==> src/qdac_pkg.sv <==
// package: constants, commands and channel codes for the quad dac command logic
`default_nettype none
package qdac_pkg;
   localparam int CHANNELS = 4;
   localparam int DATA_W = 16;
   localparam int WORD_W = 32;
   // -----------------------------------------------
   // input word layout
   // -----------------------------------------------
   localparam int CMD_HI = 23;
   localparam int CMD_LO = 20;
   localparam int CHAN_HI = 19;
   localparam int CHAN_LO = 16;
   localparam int DATA_HI = 15;
   localparam int DATA_LO = 0;
   localparam logic [3:0] CMD_WRITE = 4'h0;
   localparam logic [3:0] CMD_UPDATE = 4'h1;
   localparam logic [3:0] CMD_WRITE_UPD_ALL = 4'h2;
   localparam logic [3:0] CMD_WRITE_UPD = 4'h3;
   localparam logic [3:0] CMD_POWER_DOWN = 4'h4;
   localparam logic [3:0] CMD_NOP = 4'hF;
   localparam logic [3:0] CHAN_A = 4'h0;
   localparam logic [3:0] CHAN_B = 4'h1;
   localparam logic [3:0] CHAN_C = 4'h2;
   localparam logic [3:0] CHAN_D = 4'h3;
   localparam logic [3:0] CHAN_ALL = 4'hF;
   // -----------------------------------------------
   // timing
   // -----------------------------------------------
   localparam int CLOCK_HZ = 25_000_000;
   localparam int WAKE_SHORT_NS = 5_000;
   localparam int WAKE_LONG5V_NS = 12_000;
   localparam int WAKE_LONG3V_NS = 30_000;
   localparam int WAKE_SHORT_CYC = (WAKE_SHORT_NS * (CLOCK_HZ / 1_000_000) + 999) / 1000;
   localparam int WAKE_LONG5V_CYC = (WAKE_LONG5V_NS * (CLOCK_HZ / 1_000_000) + 999) / 1000;
   localparam int WAKE_LONG3V_CYC = (WAKE_LONG3V_NS * (CLOCK_HZ / 1_000_000) + 999) / 1000;
   localparam int TIMER_W = 10;
   localparam logic [DATA_W-1:0] CODE_RESET = 16'h0000;
   localparam int FIFO_DEPTH = 8;
endpackage : qdac_pkg
`default_nettype wire

==> src/qdac_command_update.sv <==
// design: command fifo and command execution logic for the quad dac
`default_nettype none
// -----------------------------------------------
// word fifo
// -----------------------------------------------
module qdac_fifo #(
   parameter int WIDTH = 32,
   parameter int DEPTH = 8
) (
   input wire logic clock,
   input wire logic rst,
   input wire logic inValid,
   output logic inReady,
   input wire logic [WIDTH-1:0] inData,
   output logic outValid,
   input wire logic outReady,
   output logic [WIDTH-1:0] outData
);
   localparam int AW = $clog2(DEPTH);
   logic [WIDTH-1:0] mem [DEPTH];
   logic [AW-1:0] wrPtr_reg;
   logic [AW-1:0] rdPtr_reg;
   logic [AW:0] count_reg;
   logic doWrite;
   logic doRead;
   assign doWrite = inValid && inReady;
   assign doRead = outValid && outReady;
   assign inReady = (count_reg != (AW+1)'(DEPTH));
   assign outValid = (count_reg != '0);
   assign outData = mem[rdPtr_reg];
   always_ff @(posedge clock)
   begin
      if (doWrite)
      begin
         mem[wrPtr_reg] <= inData;
      end
   end
   always_ff @(posedge clock or posedge rst)
   begin
      if (rst)
      begin
         wrPtr_reg <= '0;
         rdPtr_reg <= '0;
         count_reg <= '0;
      end
      else
      begin
         if (doWrite)
         begin
            wrPtr_reg <= (wrPtr_reg == AW'(DEPTH - 1)) ? '0 : wrPtr_reg + AW'(1);
         end
         if (doRead)
         begin
            rdPtr_reg <= (rdPtr_reg == AW'(DEPTH - 1)) ? '0 : rdPtr_reg + AW'(1);
         end
         if (doWrite && !doRead)
         begin
            count_reg <= count_reg + (AW+1)'(1);
         end
         else if (doRead && !doWrite)
         begin
            count_reg <= count_reg - (AW+1)'(1);
         end
      end
   end
endmodule : qdac_fifo

// -----------------------------------------------
// command execution top
// -----------------------------------------------
module qdac_command_update
   import qdac_pkg::*;
#(
   parameter int RESOLUTION = 16,
   parameter int DEPTH = FIFO_DEPTH
) (
   input wire logic clock,
   input wire logic rst,
   input wire logic wordValid,
   output logic wordReady,
   input wire logic [WORD_W-1:0] wordData,
   input wire logic supplyLow,
   output logic [4*DATA_W-1:0] outputCode,
   output logic [CHANNELS-1:0] channelAsleep,
   output logic [CHANNELS-1:0] outputHighZ_n,
   output logic [CHANNELS-1:0] settling,
   output logic biasOff,
   output logic badCommand
);
   typedef enum logic [1:0] {
      QDAC_IDLE = 2'b01,
      QDAC_WAKE = 2'b10
   } qdac_state_t;

   localparam logic [DATA_W-1:0] KEEP_MASK = ~((16'h0001 << (DATA_W - RESOLUTION)) - 16'h0001);

   logic fifoReady;
   logic cmdValid;
   logic [WORD_W-1:0] cmdWord;
   logic cmdTake;
   logic [3:0] cmdCode;
   logic [3:0] chanCode;
   logic [DATA_W-1:0] dataWord;
   logic [CHANNELS-1:0] selMask;
   logic selValid;
   logic doWrite;
   logic doUpdate;
   logic updAll;
   logic doSleep;
   logic [CHANNELS-1:0] updMask;
   logic [CHANNELS-1:0] wakeMask;
   logic [DATA_W-1:0] inputReg_reg [CHANNELS];
   logic [DATA_W-1:0] dacReg_reg [CHANNELS];
   logic [CHANNELS-1:0] asleep_reg;
   logic [CHANNELS-1:0] settling_reg;
   logic [TIMER_W-1:0] timer_reg;
   logic bad_reg;
   logic supplyLowMeta_reg;
   logic supplyLowSync_reg;
   qdac_state_t state_reg;

   qdac_fifo #(.WIDTH(WORD_W), .DEPTH(DEPTH)) cmdFifo (
      .clock(clock),
      .rst(rst),
      .inValid(wordValid),
      .inReady(fifoReady),
      .inData(wordData),
      .outValid(cmdValid),
      .outReady(cmdTake),
      .outData(cmdWord)
   );

   // commands wait while a wake delay runs, so settling is never cut short
   assign cmdTake = cmdValid && (state_reg == QDAC_IDLE);
   assign cmdCode = cmdWord[CMD_HI:CMD_LO];
   assign chanCode = cmdWord[CHAN_HI:CHAN_LO];
   assign dataWord = cmdWord[DATA_HI:DATA_LO] & KEEP_MASK;

   always_comb
   begin
      selValid = 1'b1;
      case (chanCode)
         CHAN_A: selMask = 4'h1;
         CHAN_B: selMask = 4'h2;
         CHAN_C: selMask = 4'h4;
         CHAN_D: selMask = 4'h8;
         CHAN_ALL: selMask = 4'hF;
         default:
         begin
            selMask = 4'h0;
            selValid = 1'b0;
         end
      endcase
      doWrite = 1'b0;
      doUpdate = 1'b0;
      updAll = 1'b0;
      doSleep = 1'b0;
      case (cmdCode)
         CMD_WRITE: doWrite = 1'b1;
         CMD_UPDATE: doUpdate = 1'b1;
         CMD_WRITE_UPD_ALL:
         begin
            doWrite = 1'b1;
            updAll = 1'b1;
         end
         CMD_WRITE_UPD:
         begin
            doWrite = 1'b1;
            doUpdate = 1'b1;
         end
         CMD_POWER_DOWN: doSleep = 1'b1;
         CMD_NOP: ;
         default: selValid = 1'b0;
      endcase
      updMask = updAll ? 4'hF : (doUpdate ? selMask : 4'h0);
      wakeMask = updMask & asleep_reg;
   end

   // reserved codes are dropped whole; a flag tells the system it happened
   always_ff @(posedge clock or posedge rst)
   begin
      if (rst)
      begin
         for (int i = 0; i < CHANNELS; i++)
         begin
            inputReg_reg[i] <= CODE_RESET;
            dacReg_reg[i] <= CODE_RESET;
         end
      end
      else if (cmdTake && selValid)
      begin
         for (int i = 0; i < CHANNELS; i++)
         begin
            if (doWrite && selMask[i])
            begin
               inputReg_reg[i] <= dataWord;
            end
            if (updMask[i])
            begin
               // write then update of the same word lands the new data
               dacReg_reg[i] <= (doWrite && selMask[i]) ? dataWord : inputReg_reg[i];
            end
         end
      end
   end

   always_ff @(posedge clock or posedge rst)
   begin
      if (rst)
      begin
         asleep_reg <= '0;
      end
      else if (cmdTake && selValid)
      begin
         // power-down touches only the sleep bits
         asleep_reg <= (asleep_reg | (doSleep ? selMask : 4'h0)) & ~updMask;
      end
   end

   always_ff @(posedge clock or posedge rst)
   begin
      if (rst)
      begin
         bad_reg <= 1'b0;
      end
      else if (cmdTake)
      begin
         bad_reg <= !selValid;
      end
   end

   always_ff @(posedge clock or posedge rst)
   begin
      if (rst)
      begin
         supplyLowMeta_reg <= 1'b0;
         supplyLowSync_reg <= 1'b0;
      end
      else
      begin
         supplyLowMeta_reg <= supplyLow;
         supplyLowSync_reg <= supplyLowMeta_reg;
      end
   end

   always_ff @(posedge clock or posedge rst)
   begin
      if (rst)
      begin
         state_reg <= QDAC_IDLE;
         timer_reg <= '0;
         settling_reg <= '0;
      end
      else
      begin
         case (state_reg)
            QDAC_IDLE:
            begin
               if (cmdTake && selValid && (wakeMask != 4'h0))
               begin
                  state_reg <= QDAC_WAKE;
                  settling_reg <= wakeMask;
                  if (asleep_reg == 4'hF)
                  begin
                     timer_reg <= supplyLowSync_reg ? TIMER_W'(WAKE_LONG3V_CYC - 1) : TIMER_W'(WAKE_LONG5V_CYC - 1);
                  end
                  else
                  begin
                     timer_reg <= TIMER_W'(WAKE_SHORT_CYC - 1);
                  end
               end
            end
            QDAC_WAKE:
            begin
               if (timer_reg == '0)
               begin
                  state_reg <= QDAC_IDLE;
                  settling_reg <= '0;
               end
               else
               begin
                  timer_reg <= timer_reg - TIMER_W'(1);
               end
            end
            default: state_reg <= QDAC_IDLE;
         endcase
      end
   end

   always_ff @(posedge clock or posedge rst)
   begin
      if (rst)
      begin
         outputCode <= '0;
         channelAsleep <= '0;
         outputHighZ_n <= '1;
         settling <= '0;
         biasOff <= 1'b0;
         badCommand <= 1'b0;
         wordReady <= 1'b0;
      end
      else
      begin
         for (int i = 0; i < CHANNELS; i++)
         begin
            outputCode[i*DATA_W +: DATA_W] <= dacReg_reg[i];
         end
         channelAsleep <= asleep_reg;
         outputHighZ_n <= ~asleep_reg;
         settling <= settling_reg;
         biasOff <= (asleep_reg == 4'hF);
         badCommand <= bad_reg;
         wordReady <= fifoReady;
      end
   end

   // -----------------------------------------------
   // checks
   // -----------------------------------------------
   sleep_keeps_code_a: assert property (@(posedge clock) disable iff (rst)
      (cmdTake && doSleep) |=> $stable(dacReg_reg[0]) && $stable(inputReg_reg[0]))
      else $error("power-down changed channel registers");
   update_wakes_a: assert property (@(posedge clock) disable iff (rst)
      (cmdTake && selValid && updMask[0]) |=> !asleep_reg[0])
      else $error("update left channel asleep");
   sleep_sets_a: assert property (@(posedge clock) disable iff (rst)
      (cmdTake && selValid && doSleep && selMask[1]) |=> asleep_reg[1])
      else $error("power-down missed channel");
   only_update_wakes_a: assert property (@(posedge clock) disable iff (rst)
      $fell(asleep_reg[2]) |-> $past(cmdTake && updMask[2]))
      else $error("channel woke without update");
   write_loads_a: assert property (@(posedge clock) disable iff (rst)
      (cmdTake && cmdCode == CMD_WRITE && chanCode == CHAN_B) |=> inputReg_reg[1] == $past(dataWord))
      else $error("write did not load input register");
   update_copies_a: assert property (@(posedge clock) disable iff (rst)
      (cmdTake && cmdCode == CMD_UPDATE && chanCode == CHAN_C) |=> dacReg_reg[2] == $past(inputReg_reg[2]))
      else $error("update did not copy input register");
   short_wake_a: assert property (@(posedge clock) disable iff (rst)
      (cmdTake && selValid && wakeMask != 4'h0 && asleep_reg != 4'hF) |=>
      (state_reg == QDAC_WAKE && timer_reg == TIMER_W'(WAKE_SHORT_CYC - 1)) ##124
      (state_reg == QDAC_WAKE && timer_reg == '0) ##1 state_reg == QDAC_IDLE)
      else $error("short wake delay wrong");
   highz_follows_a: assert property (@(posedge clock) disable iff (rst)
      asleep_reg[3] |=> !outputHighZ_n[3])
      else $error("sleeping output not high impedance");
   bias_off_a: assert property (@(posedge clock) disable iff (rst)
      (asleep_reg == 4'hF) |=> biasOff)
      else $error("bias not off with all asleep");
endmodule : qdac_command_update
`default_nettype wire

==> config.mk <==
export PLATFORM = sky130hd
export DESIGN_NAME = qdac_command_update
export DESIGN_NICKNAME = d
export VERILOG_FILES = /design/src/qdac_pkg.sv /design/src/qdac_command_update.sv
export SDC_FILE = /design/constraint.sdc
export NUM_CORES = 1
export LEC_CHECK = 0
export BUFFER_PORTS_ARGS = -buffer_cell sky130_fd_sc_hd__buf_2
export CORE_AREA = 2 2 181 272
export CTS_CLUSTER_DIAMETER = 100
export DETAILED_ROUTE_END_ITERATION = 10
export DIE_AREA = 0 0 183 274
export PLACE_DENSITY = 0.65
export SLEW_MARGIN = 20
export SYNTH_ARGS = -nofsm -noshare
export SYNTH_HDL_FRONTEND = slang
export SYNTH_HIERARCHICAL = 1
export SYNTH_SLANG_ARGS = --single-unit
==> constraint.sdc <==
create_clock -name clock -period 10.3 [get_ports clock]
set_clock_uncertainty 0.2 [all_clocks]
set_input_delay 0.515 -clock clock [delete_from_list [all_inputs] [get_ports clock]]
set_output_delay 0.515 -clock clock [all_outputs]
set_load 0.01 [all_outputs]
# Word level (Yosys, flattened, before mapping)
# Memory sizes are Yosys's and may differ from the RTL's.
# Cells that the tools add are included.
# word_totals
register_bits,240
in_bits,36
elab_cells,117
n_memories,1
output_inout_bits,79
ram_bits,256
# classes
n_reduce_logical,32
addsub,5
bitwise,5
mux,31
n_eq_ne,18
# mem_list
name,words,word_bits,rd,rd_clocked_by_memory_dff,wr,line_no,source
cmdFifo.mem,8,32,1,0,1,qdac_command_update.sv:20,logic [WIDTH-1:0] mem [DEPTH];
# ops
cell,n
16-bit 2-to-1 mux,4
10-bit 2-to-1 mux,4
4-bit 2-to-1 mux,7
10-bit one-hot mux with 2 select lines,1
4-bit one-hot mux with 5 select lines,1
4-bit by 2-bit equality test with 1-bit output (second input constant),4
4-bit equality test (second input constant),3
1-bit logical AND,11
10-bit zero test,1
2-bit AND reduction,5
10-bit by 1-bit subtractor with 10-bit output (second input constant),1
4-bit AND,2
4-bit by 1-bit equality test with 1-bit output (second input constant),2
4-bit zero test,2
1-bit 2-to-1 mux,8
4-bit inverter,2
4-bit one-hot mux with 2 select lines,1
4-bit nonzero test,2
3-bit by 1-bit adder with 3-bit output (second input constant),2
3-bit equality test (second input constant),2
3-bit 2-to-1 mux,2
3-bit AND reduction,2
6-bit OR reduction,1
5-bit OR reduction,1
other kinds (15),20

# Longest topological paths before layout
# Gate-level depths: netlist (run 1).
# An unclocked memory read counts as a cell.
# logic_depth
word_depth,11
depth_mapped,13
depth_no_buf,11

# Hierarchy
# Netlist (run 1), hierarchy kept.
# by_module_without_submodules
mod,area_per_inst_um2,cells_per_inst,instances
qdac_fifo,10276.1,433,1
qdac_command_update,8725.9,666,1

# Worst setup path before layout (run 1)
# No wires, ideal clock.
# synth_timing
path_kind,register to register
startpoint,register cmdFifo.count_reg[3]
endpoint,memory cmdFifo.mem[0][0] (enable)
path_buffers,0
period_less_slack_ps,4474
t_arrival_ps,3773
required_ps,9599
slack_ps,5826
path_stages_with_launch,4
setup_ps,501
cell_sequence,dfrtp_1 or4b_1 nand2_2 nor4_1
# synth_via
elab_chain_len,4
# synth_rtl
element,line_no,source
from (decl),qdac_command_update.sv:23,logic [AW:0] count_reg;
from (signal assigned),qdac_command_update.sv:58,count_reg <= count_reg + (AW+1)'(1);
from (signal assigned),qdac_command_update.sv:62,count_reg <= count_reg - (AW+1)'(1);
4-bit != test,qdac_command_update.sv:28,assign inReady = (count_reg != (AW+1)'(DEPTH));
via fifoReady,qdac_command_update.sv:97,logic fifoReady;
1-bit logical AND,qdac_command_update.sv:26,assign doWrite = inValid && inReady;
1-bit 2-to-1 mux,qdac_command_update.sv:33,if (doWrite)
1-bit 2-to-1 mux (implied by the code),qdac_command_update.sv:35,mem[wrPtr_reg] <= inData;
to (decl),qdac_command_update.sv:20,
# The timed path passes the listed nets, and every way through them passes these cells.

# Worst setup path in the final report (run 1)
# layout_timing
startpoint,register cmdFifo.rdPtr_reg[0]
endpoint,register inputReg_reg[6] (netlist name)
# layout_via
elab_chain_len,6
# layout_rtl
element,line_no,source
from (decl),qdac_command_update.sv:22,logic [AW-1:0] rdPtr_reg;
from (signal assigned),qdac_command_update.sv:54,rdPtr_reg <= (rdPtr_reg == AW'(DEPTH - 1)) ? '0 : rdPtr_reg + AW'(1);
memory read 8 x 32 bit *,--,
via cmdWord[19],qdac_command_update.sv:99,logic [WORD_W-1:0] cmdWord;
4-bit equality test (tied with other cells),qdac_command_update.sv:142,case (chanCode)
5-bit OR reduction (no source line),--,
1-bit 2-to-1 mux,qdac_command_update.sv:142,
1-bit 2-to-1 mux,qdac_command_update.sv:158,case (cmdCode)
1-bit logical AND,qdac_command_update.sv:190,else if (cmdTake && selValid)
"to (signal, indexed assignment)",qdac_command_update.sv:196,inputReg_reg[i] <= dataWord;
to (decl),qdac_command_update.sv:112,logic [DATA_W-1:0] inputReg_reg [CHANNELS];
# Mark *: on every way through the listed nets, which the timed path passes. The rest lies on a longest branch.
# A chain may end at the register's enable or synchronous reset.

==> summary.txt, run 1 <==
Setup path
  – CP max FO: 51
  – R2R Path End: inputReg_reg[6]
  – Start of the worst register-to-register path: cmdFifo/rdPtr_reg[0]
  – Setup slack, reg-to-reg: 5.78 ns
  – Worst r2r path cells: 9
  – Data arrival, critical path: 4.74 ns
  – CP Capture Type: flip-flop
  – Worst setup SP type: flip-flop
  – Crit Path Category: reg -> reg
  – CP required: 10.52 ns

STA
  – Fin worst setup slack: 5.78 ns
  – Fin crit share: 43.9%
  – Post-Route Setup TNS: 0 ns
  – Hold Slack: 0.0464 ns
  – Setup violations, final: 0
  – Final hold vios: 0
  – RSZ-0062 raised after global routing: no
  – Final min period: 4.52 ns
  – Relative slew margins: 31.5%
  – Slew @ Worst Pin: 1.02 ns
  – Fmax: 0.221 GHz
  – Pins Over Slew Limit: 0

Final layout
  – Fill count: 4354
  – P&R area growth vs syn: 15.3%
  – Fin cells: 1763
  – Layout net count: 1175
  – Post-route cell area: 19200 µm²
  – Share of cells above drive strength 1: 30.6%
  – Max reg flops: 192
  – Most flops, register: cmdFifo/mem

Yosys
  – Synth Instances: 1011
  – Post-synthesis net count: 1058
  – Synth warn: 6
  – Mapped cell area: 16600 µm²
  – Avg Cell Area, Syn: 16.4 µm²

Power
  – Leakage power: 7.97 nW
  – P per Cell Area: 294 nW/µm²
  – Worst vdd ir: 0.000137 V

Global route
  – All-layer global routing usage: 13.1%
  – Gr ovfl total: 0
  – M2 GR Usage: 23.8%
  – Largest net degree at the start of global routing: 154
  – GRT Max-Usage Layer: met2
  – Number of global-route vias before repair: 9041
  – GR Layer Usage met1: 15.3%
  – First-pass GRT wire length: 51.2 mm
  – Initial antenna violation count: 7
  – GRT met3 Usage: 2.75%

Worst hold path
  – Hold crit path type: in -> reg
  – Hold Path Sink: cmdFifo/mem[7][19]
  – Hold Crit Depth: 1
  – Hold Startpoint: wordData[19]

Placement
  – Port bufs: 106
  – Setup slack at placement: 5.67 ns
  – Post-Place Cells: 1691
  – Final Wtd Congestion: 0.809
  – Post-DP HPWL: 20.9 mm
  – Placed Area: 17900 µm²

Route
  – DRT Pass-1 Iters: 5
  – Total number of vias: 8757
  – DRC: 0
  – WL final: 32.5 mm
  – WL/cell: 18.5 µm
  – Starting DRT DRC Count: 625
  – ANT nets after route: 0
  – Via/cell ratio: 4.97

Die
  – Core Footprint: 48100 µm²
  – Die area: 50100 µm²
  – Initial Util: 34.6%
  – Row count: 99
  – Die width: 183 µm
  – IO Pins: 115
  – Die height: 274 µm

Clocking
  – CTS tree: built
  – CTS Buf Count: 39
  – Worst-skew pair later-pin latency: 0.54 ns
  – Clock buffer depth: 3
  – Clk slew on worst S/H paths: 0.07 ns
  – Root buffer cell: clkbuf_16
  – CTS H-tree depth: 2
  – Post-CTS Setup Inserts: 0
  – CTS sink count: 432

Outcome
  – Status: finished, final reports clean

Flow run
  – # Max-Cap Violations: 0
==> metrics by stage <==
stage          util [%]  total power [W]
2_1_floorplan         -          0.00372
3_3_place_gp       37.2          0.00418
3_5_place_dp       37.2          0.00424
4_1_cts            39.9          0.00571
5_1_grt            39.9          0.00596
6_report           39.9          0.00563
==> worst max-delay path: stages (launching register included) <==
cell	delay, ns
dfrtp_2	0.34
buf_4	0.76
mux4_2	0.60
mux2_2	0.37
or2_1	0.29
a21oi_1	0.35
and2_1	0.19
buf_4	0.30
nand2_1	0.52
mux2_2	0.46
==> worst max path at each step <==
| stage | from | to | slack [ns] | cells past startpoint |
|---|---|---|---|---|
| finish | cmdFifo/rdPtr_reg[0] | inputReg_reg[6] | 5.78 | 9 |
| global route | cmdFifo/rdPtr_reg[0] | inputReg_reg[6] | 5.48 | 9 |
| CTS | cmdFifo/rdPtr_reg[0] | inputReg_reg[0] | 5.67 | 9 |
| detailed placement | cmdFifo/rdPtr_reg[0] | inputReg_reg[0] | 5.67 | 9 |
| global placement | cmdFifo/rdPtr_reg[0] | inputReg_reg[4] | 5.68 | 9 |
| floorplan | rst | asleep_reg[0] | 3.29 | 1 |
==> report_power, final <==
part           switching [W]  total (W)  internal [W]
Clock               0.000645    0.00145      0.000807
Sequential          0.000232    0.00249       0.00226
Combinational       0.000941    0.00169      0.000746
Total                0.00182    0.00563       0.00382
==> layer usage <==
layer  vias up  routed length (µm)
met5         -                  70
met1      4481               13100
li1       4021                   -
met4        12                 906
met3        71                1550
met2       172               16900
==> cell usage in the layout, fill, tap and decap left out, types with 37 or more instances in the layout <==
cell / count
dfrtp_1: 233
edfxtp_1: 192
buf_2: 106
mux2_2: 96
mux2i_1: 65
nand2_1: 53
nor2_1: 50
mux4_2: 46
a21oi_1: 45
clkbuf_16: 40
o21ai_0: 37
==> final cells by class <==
type,instances,area (µm²),area share (%)
tap,606,758,3.96
antenna,1,2.50,0.0131
inverter,15,68.8,0.359
multi-input combinational,517,4610,24.1
sequential,432,11800,61.5
clock buffer,43,1020,5.33
clock inverter,26,259,1.35
timing repair buffer,123,663,3.46
==> what timing repair did <==
action                     in CTS  in global routing
hold endpoints to repair       11                  0
setup endpoints to repair       0                  0
hold buffers                    2                  0
gates resized for setup         0                  0
Power figures use the tool's default switching activity.
==> run 2: changes to the inputs <==
--- a/config.mk
+++ b/config.mk
@@ -10,7 +10,7 @@
 export CTS_CLUSTER_DIAMETER = 100
 export DETAILED_ROUTE_END_ITERATION = 10
 export DIE_AREA = 0 0 183 274
-export PLACE_DENSITY = 0.65
+export PLACE_DENSITY = 0.67
 export SLEW_MARGIN = 20
 export SYNTH_ARGS = -nofsm -noshare
 export SYNTH_HDL_FRONTEND = slang
==> constraint.sdc (replaced) <==
create_clock -name clock -period 4 [get_ports clock]
set_clock_uncertainty 0.2 [all_clocks]
set_input_delay 0.2 -clock clock [delete_from_list [all_inputs] [get_ports clock]]
set_output_delay 0.2 -clock clock [all_outputs]
set_load 0.01 [all_outputs]
==> run 2 against run 1 <==
Effect of this change: routed wire length down 0.37%; register-to-register slack got worse by 5.6 ns; worst hold slack improved by 0.022 ns; global-route usage down 0.12 points; flip-flop and latch count did not move; non-clock buffer count is 37 higher; maximum frequency increased by 20%; power rose to 2.6 times the previous value; highest routed layer unchanged; critical path type unchanged; worst setup slack worse by 5.6 ns; first-iteration DRC count down 3.8%; sequential share of layout area down 1.2 points; critical path depth fell by 2.
==> summary.txt, run 2 (synthesis results as in run 1) <==
Route
  – ANT nets after route: 0 (unchanged)
  – Starting DRT DRC Count: 601 (-3.8%)
  – Total number of vias: 8809 (+0.59%)
  – DRT Pass-1 Iters: 4 (-1)
  – WL final: 32.4 mm (-0.37%)
  – Via/cell ratio: 4.89 (-1.5%)
  – WL/cell: 18.0 µm (-2.4%)
  – DRC: 0 (unchanged)

Setup path
  – Buffers plus inverters on the worst setup path: 0 (-2)
  – CP required: 4.24 ns (-6.28 ns)
  – Start of the worst register-to-register path: cmdFifo/rdPtr_reg[0]
  – Crit Path Category: reg -> reg
  – Setup slack, reg-to-reg: 0.22 ns (-5.56 ns)
  – Data arrival, critical path: 4.03 ns (-0.71 ns)
  – Worst r2r path cells: 7 (-2)
  – Worst setup SP type: flip-flop
  – CP max-delay cell: o31ai_2
  – Critical-path cell list: mux4_2 -> mux2_2 -> or2_1 -> a2111o_1 -> o31ai_2 -> o21ai_0 -> o31ai_1
  – Top delay family on crit path: compound AO/OA/AOI/OAI gates
  – CP Capture Type: flip-flop
  – Critical path's largest stage delay: 0.65 ns (-0.11 ns)
  – R2R Path End: timer_reg[0]
  – CP max FO: 11 (-78%)

Final layout
  – Area of the multi-input gates: 4620 µm² (+0.22%)
  – Max reg flops: 192 (unchanged)
  – Most frequent cells in the layout: dfrtp_1, edfxtp_1, buf_2
  – Storage element area: 11800 µm² (unchanged)
  – Post-route cell area: 19500 µm² (+2.0%)
  – P&R area growth vs syn: 17.6%
  – Share of cells above drive strength 1: 30.1% (-0.51 points)
  – Most flops, register: cmdFifo/mem
  – Layout net count: 1210 (+3.0%)
  – Most common cell after layout, fill and taps aside: dfrtp_1
  – Fill count: 4380 (+0.60%)

Clocking
  – CTS sink count: 432 (unchanged)
  – Root buffer cell: clkbuf_16
  – CTS H-tree depth: 2 (unchanged)
  – Worst-skew pair later-pin latency: 0.55 ns (about the same)
  – CTS tree: built
  – Clock buffer depth: 3 (unchanged)
  – CTS Buf Count: 37 (-5.1%)
  – Clk slew on worst S/H paths: 0.07 ns (about the same)

Die
  – Initial Util: 34.6% (unchanged)
  – IO Pins: 115 (unchanged)
  – Row count: 99 (unchanged)
  – Core Footprint: 48100 µm² (unchanged)
  – Die area: 50100 µm² (unchanged)
  – Die height: 274 µm (unchanged)
  – Die width: 183 µm (unchanged)

Placement
  – Final Wtd Congestion: 0.787 (-2.8%)
  – Post-DP HPWL: 21.4 mm (+2.2%)
  – Setup slack at placement: 0.191 ns (-5.48 ns)
  – Placed Area: 18000 µm² (+0.69%)
  – Port bufs: 106 (unchanged)

Global route
  – M2 GR Usage: 23.6% (-0.20 points)
  – GRT met3 Usage: 2.13% (-0.62 points)
  – Initial antenna violation count: 6 (-1)
  – Largest net degree at the start of global routing: 78 (-49%)
  – Number of global-route vias before repair: 9119 (+0.86%)
  – GRT Max-Usage Layer: met2
  – All-layer global routing usage: 13.0% (-0.12 points)
  – GR Layer Usage met1: 15.5% (+0.23 points)
  – Gr ovfl total: 0 (unchanged)
  – First-pass GRT wire length: 50.9 mm (-0.43%)

STA
  – Post-Route Setup TNS: 0 ns (unchanged)
  – RSZ-0062 raised after global routing: yes
  – Hold Slack: 0.0683 ns (+0.0219 ns)
  – Fin worst setup slack: 0.215 ns (-5.56 ns)
  – Fmax: 0.264 GHz (+20%)
  – Final hold vios: 0 (unchanged)
  – Final min period: 3.78 ns (-0.740 ns)
  – Pins Over Slew Limit: 0 (unchanged)
  – Relative slew margins: 35.1% (+3.6 points)
  – Slew @ Worst Pin: 0.971 ns (-0.0534 ns)
  – Setup violations, final: 0 (unchanged)
  – Fin crit share: 94.6% (+51 points)

Outcome
  – Status: finished, final reports clean

Flow run
  – # Max-Cap Violations: 0 (unchanged)

Power
  – Worst vdd ir: 0.000316 V (+130%)
  – Leakage power: 8.13 nW (+2.0%)
  – P per Cell Area: 746 nW/µm² (+150%)

Worst hold path
  – Hold crit path type: in -> async
-- run 2: final cells by class --
class | count | share of cell area, %
Antenna cell | 2 | 0.0256
Clock buffer | 47 | 5.14
Clock inverter | 21 | 1.42
Inverter | 15 | 0.307
Multi-Input combinational cell | 517 | 23.6
Sequential cell | 432 | 60.3
Tap cell | 606 | 3.88
Timing Repair Buffer | 160 | 5.33
-- run 2: metrics by stage --
stage | std cells | utilization (%) | power, W
finish | 1800 | 40.7 | 0.0146
global placement | 1703 | 37.4 | 0.0108
CTS | 1798 | 40.6 | 0.0148
detailed placement | 1703 | 37.4 | 0.0110
global route | 1800 | 40.7 | 0.0154
floorplan | 1011 | - | 0.00957
-- run 2: how the worst max path moves through the flow --
stage	slack (ns)	startpoint	endpoint	cells after the start
after detailed placement	0.19	cmdFifo/rdPtr_reg[0]	settling_reg[3]	8
after global routing	-0.03	cmdFifo/rdPtr_reg[0]	timer_reg[0]	7
after global placement	0.23	cmdFifo/rdPtr_reg[0]	settling_reg[3]	8
after CTS	0.17	cmdFifo/rdPtr_reg[0]	settling_reg[3]	8
final	0.22	cmdFifo/rdPtr_reg[0]	timer_reg[0]	7
after floorplan	0.31	cmdFifo/count_reg[3]	cmdFifo/mem[0][0]	3
-- run 2: per-layer routing --
metal	vias to the layer above	wire length [µm]
met2	152	17000
met5	-	52
met4	8	863
li1	4095	-
met1	4492	13300
met3	62	1250
-- run 2: what timing repair did --
| item | 4_1_cts | 5_1_grt |
|---|---|---|
| setup buffers | 0 | 0 |
| endpoints found under the setup margin | 0 | 5 |
| hold buffers | 27 | 0 |
| gates resized for setup | 0 | 2 |
| endpoints found under the hold margin | 285 | 0 |
-- run 2: worst reg2reg max path: stages (launching register included) --
cell and delay (ns):
dfrtp_2 0.60, mux4_2 0.56, mux2_2 0.35, or2_1 0.29, a2111o_1 0.50, o31ai_2 0.65
o21ai_0 0.29, o31ai_1 0.25
-- run 2: report_power, final --
| group | switching, W | internal (W) | total, W | leakage [nW] |
|---|---|---|---|---|
| clock | 0.00162 | 0.00214 | 0.00376 | 0.615 |
| sequential | 0.000581 | 0.00583 | 0.00641 | 4.90 |
| combinational | 0.00245 | 0.00197 | 0.00442 | 2.62 |
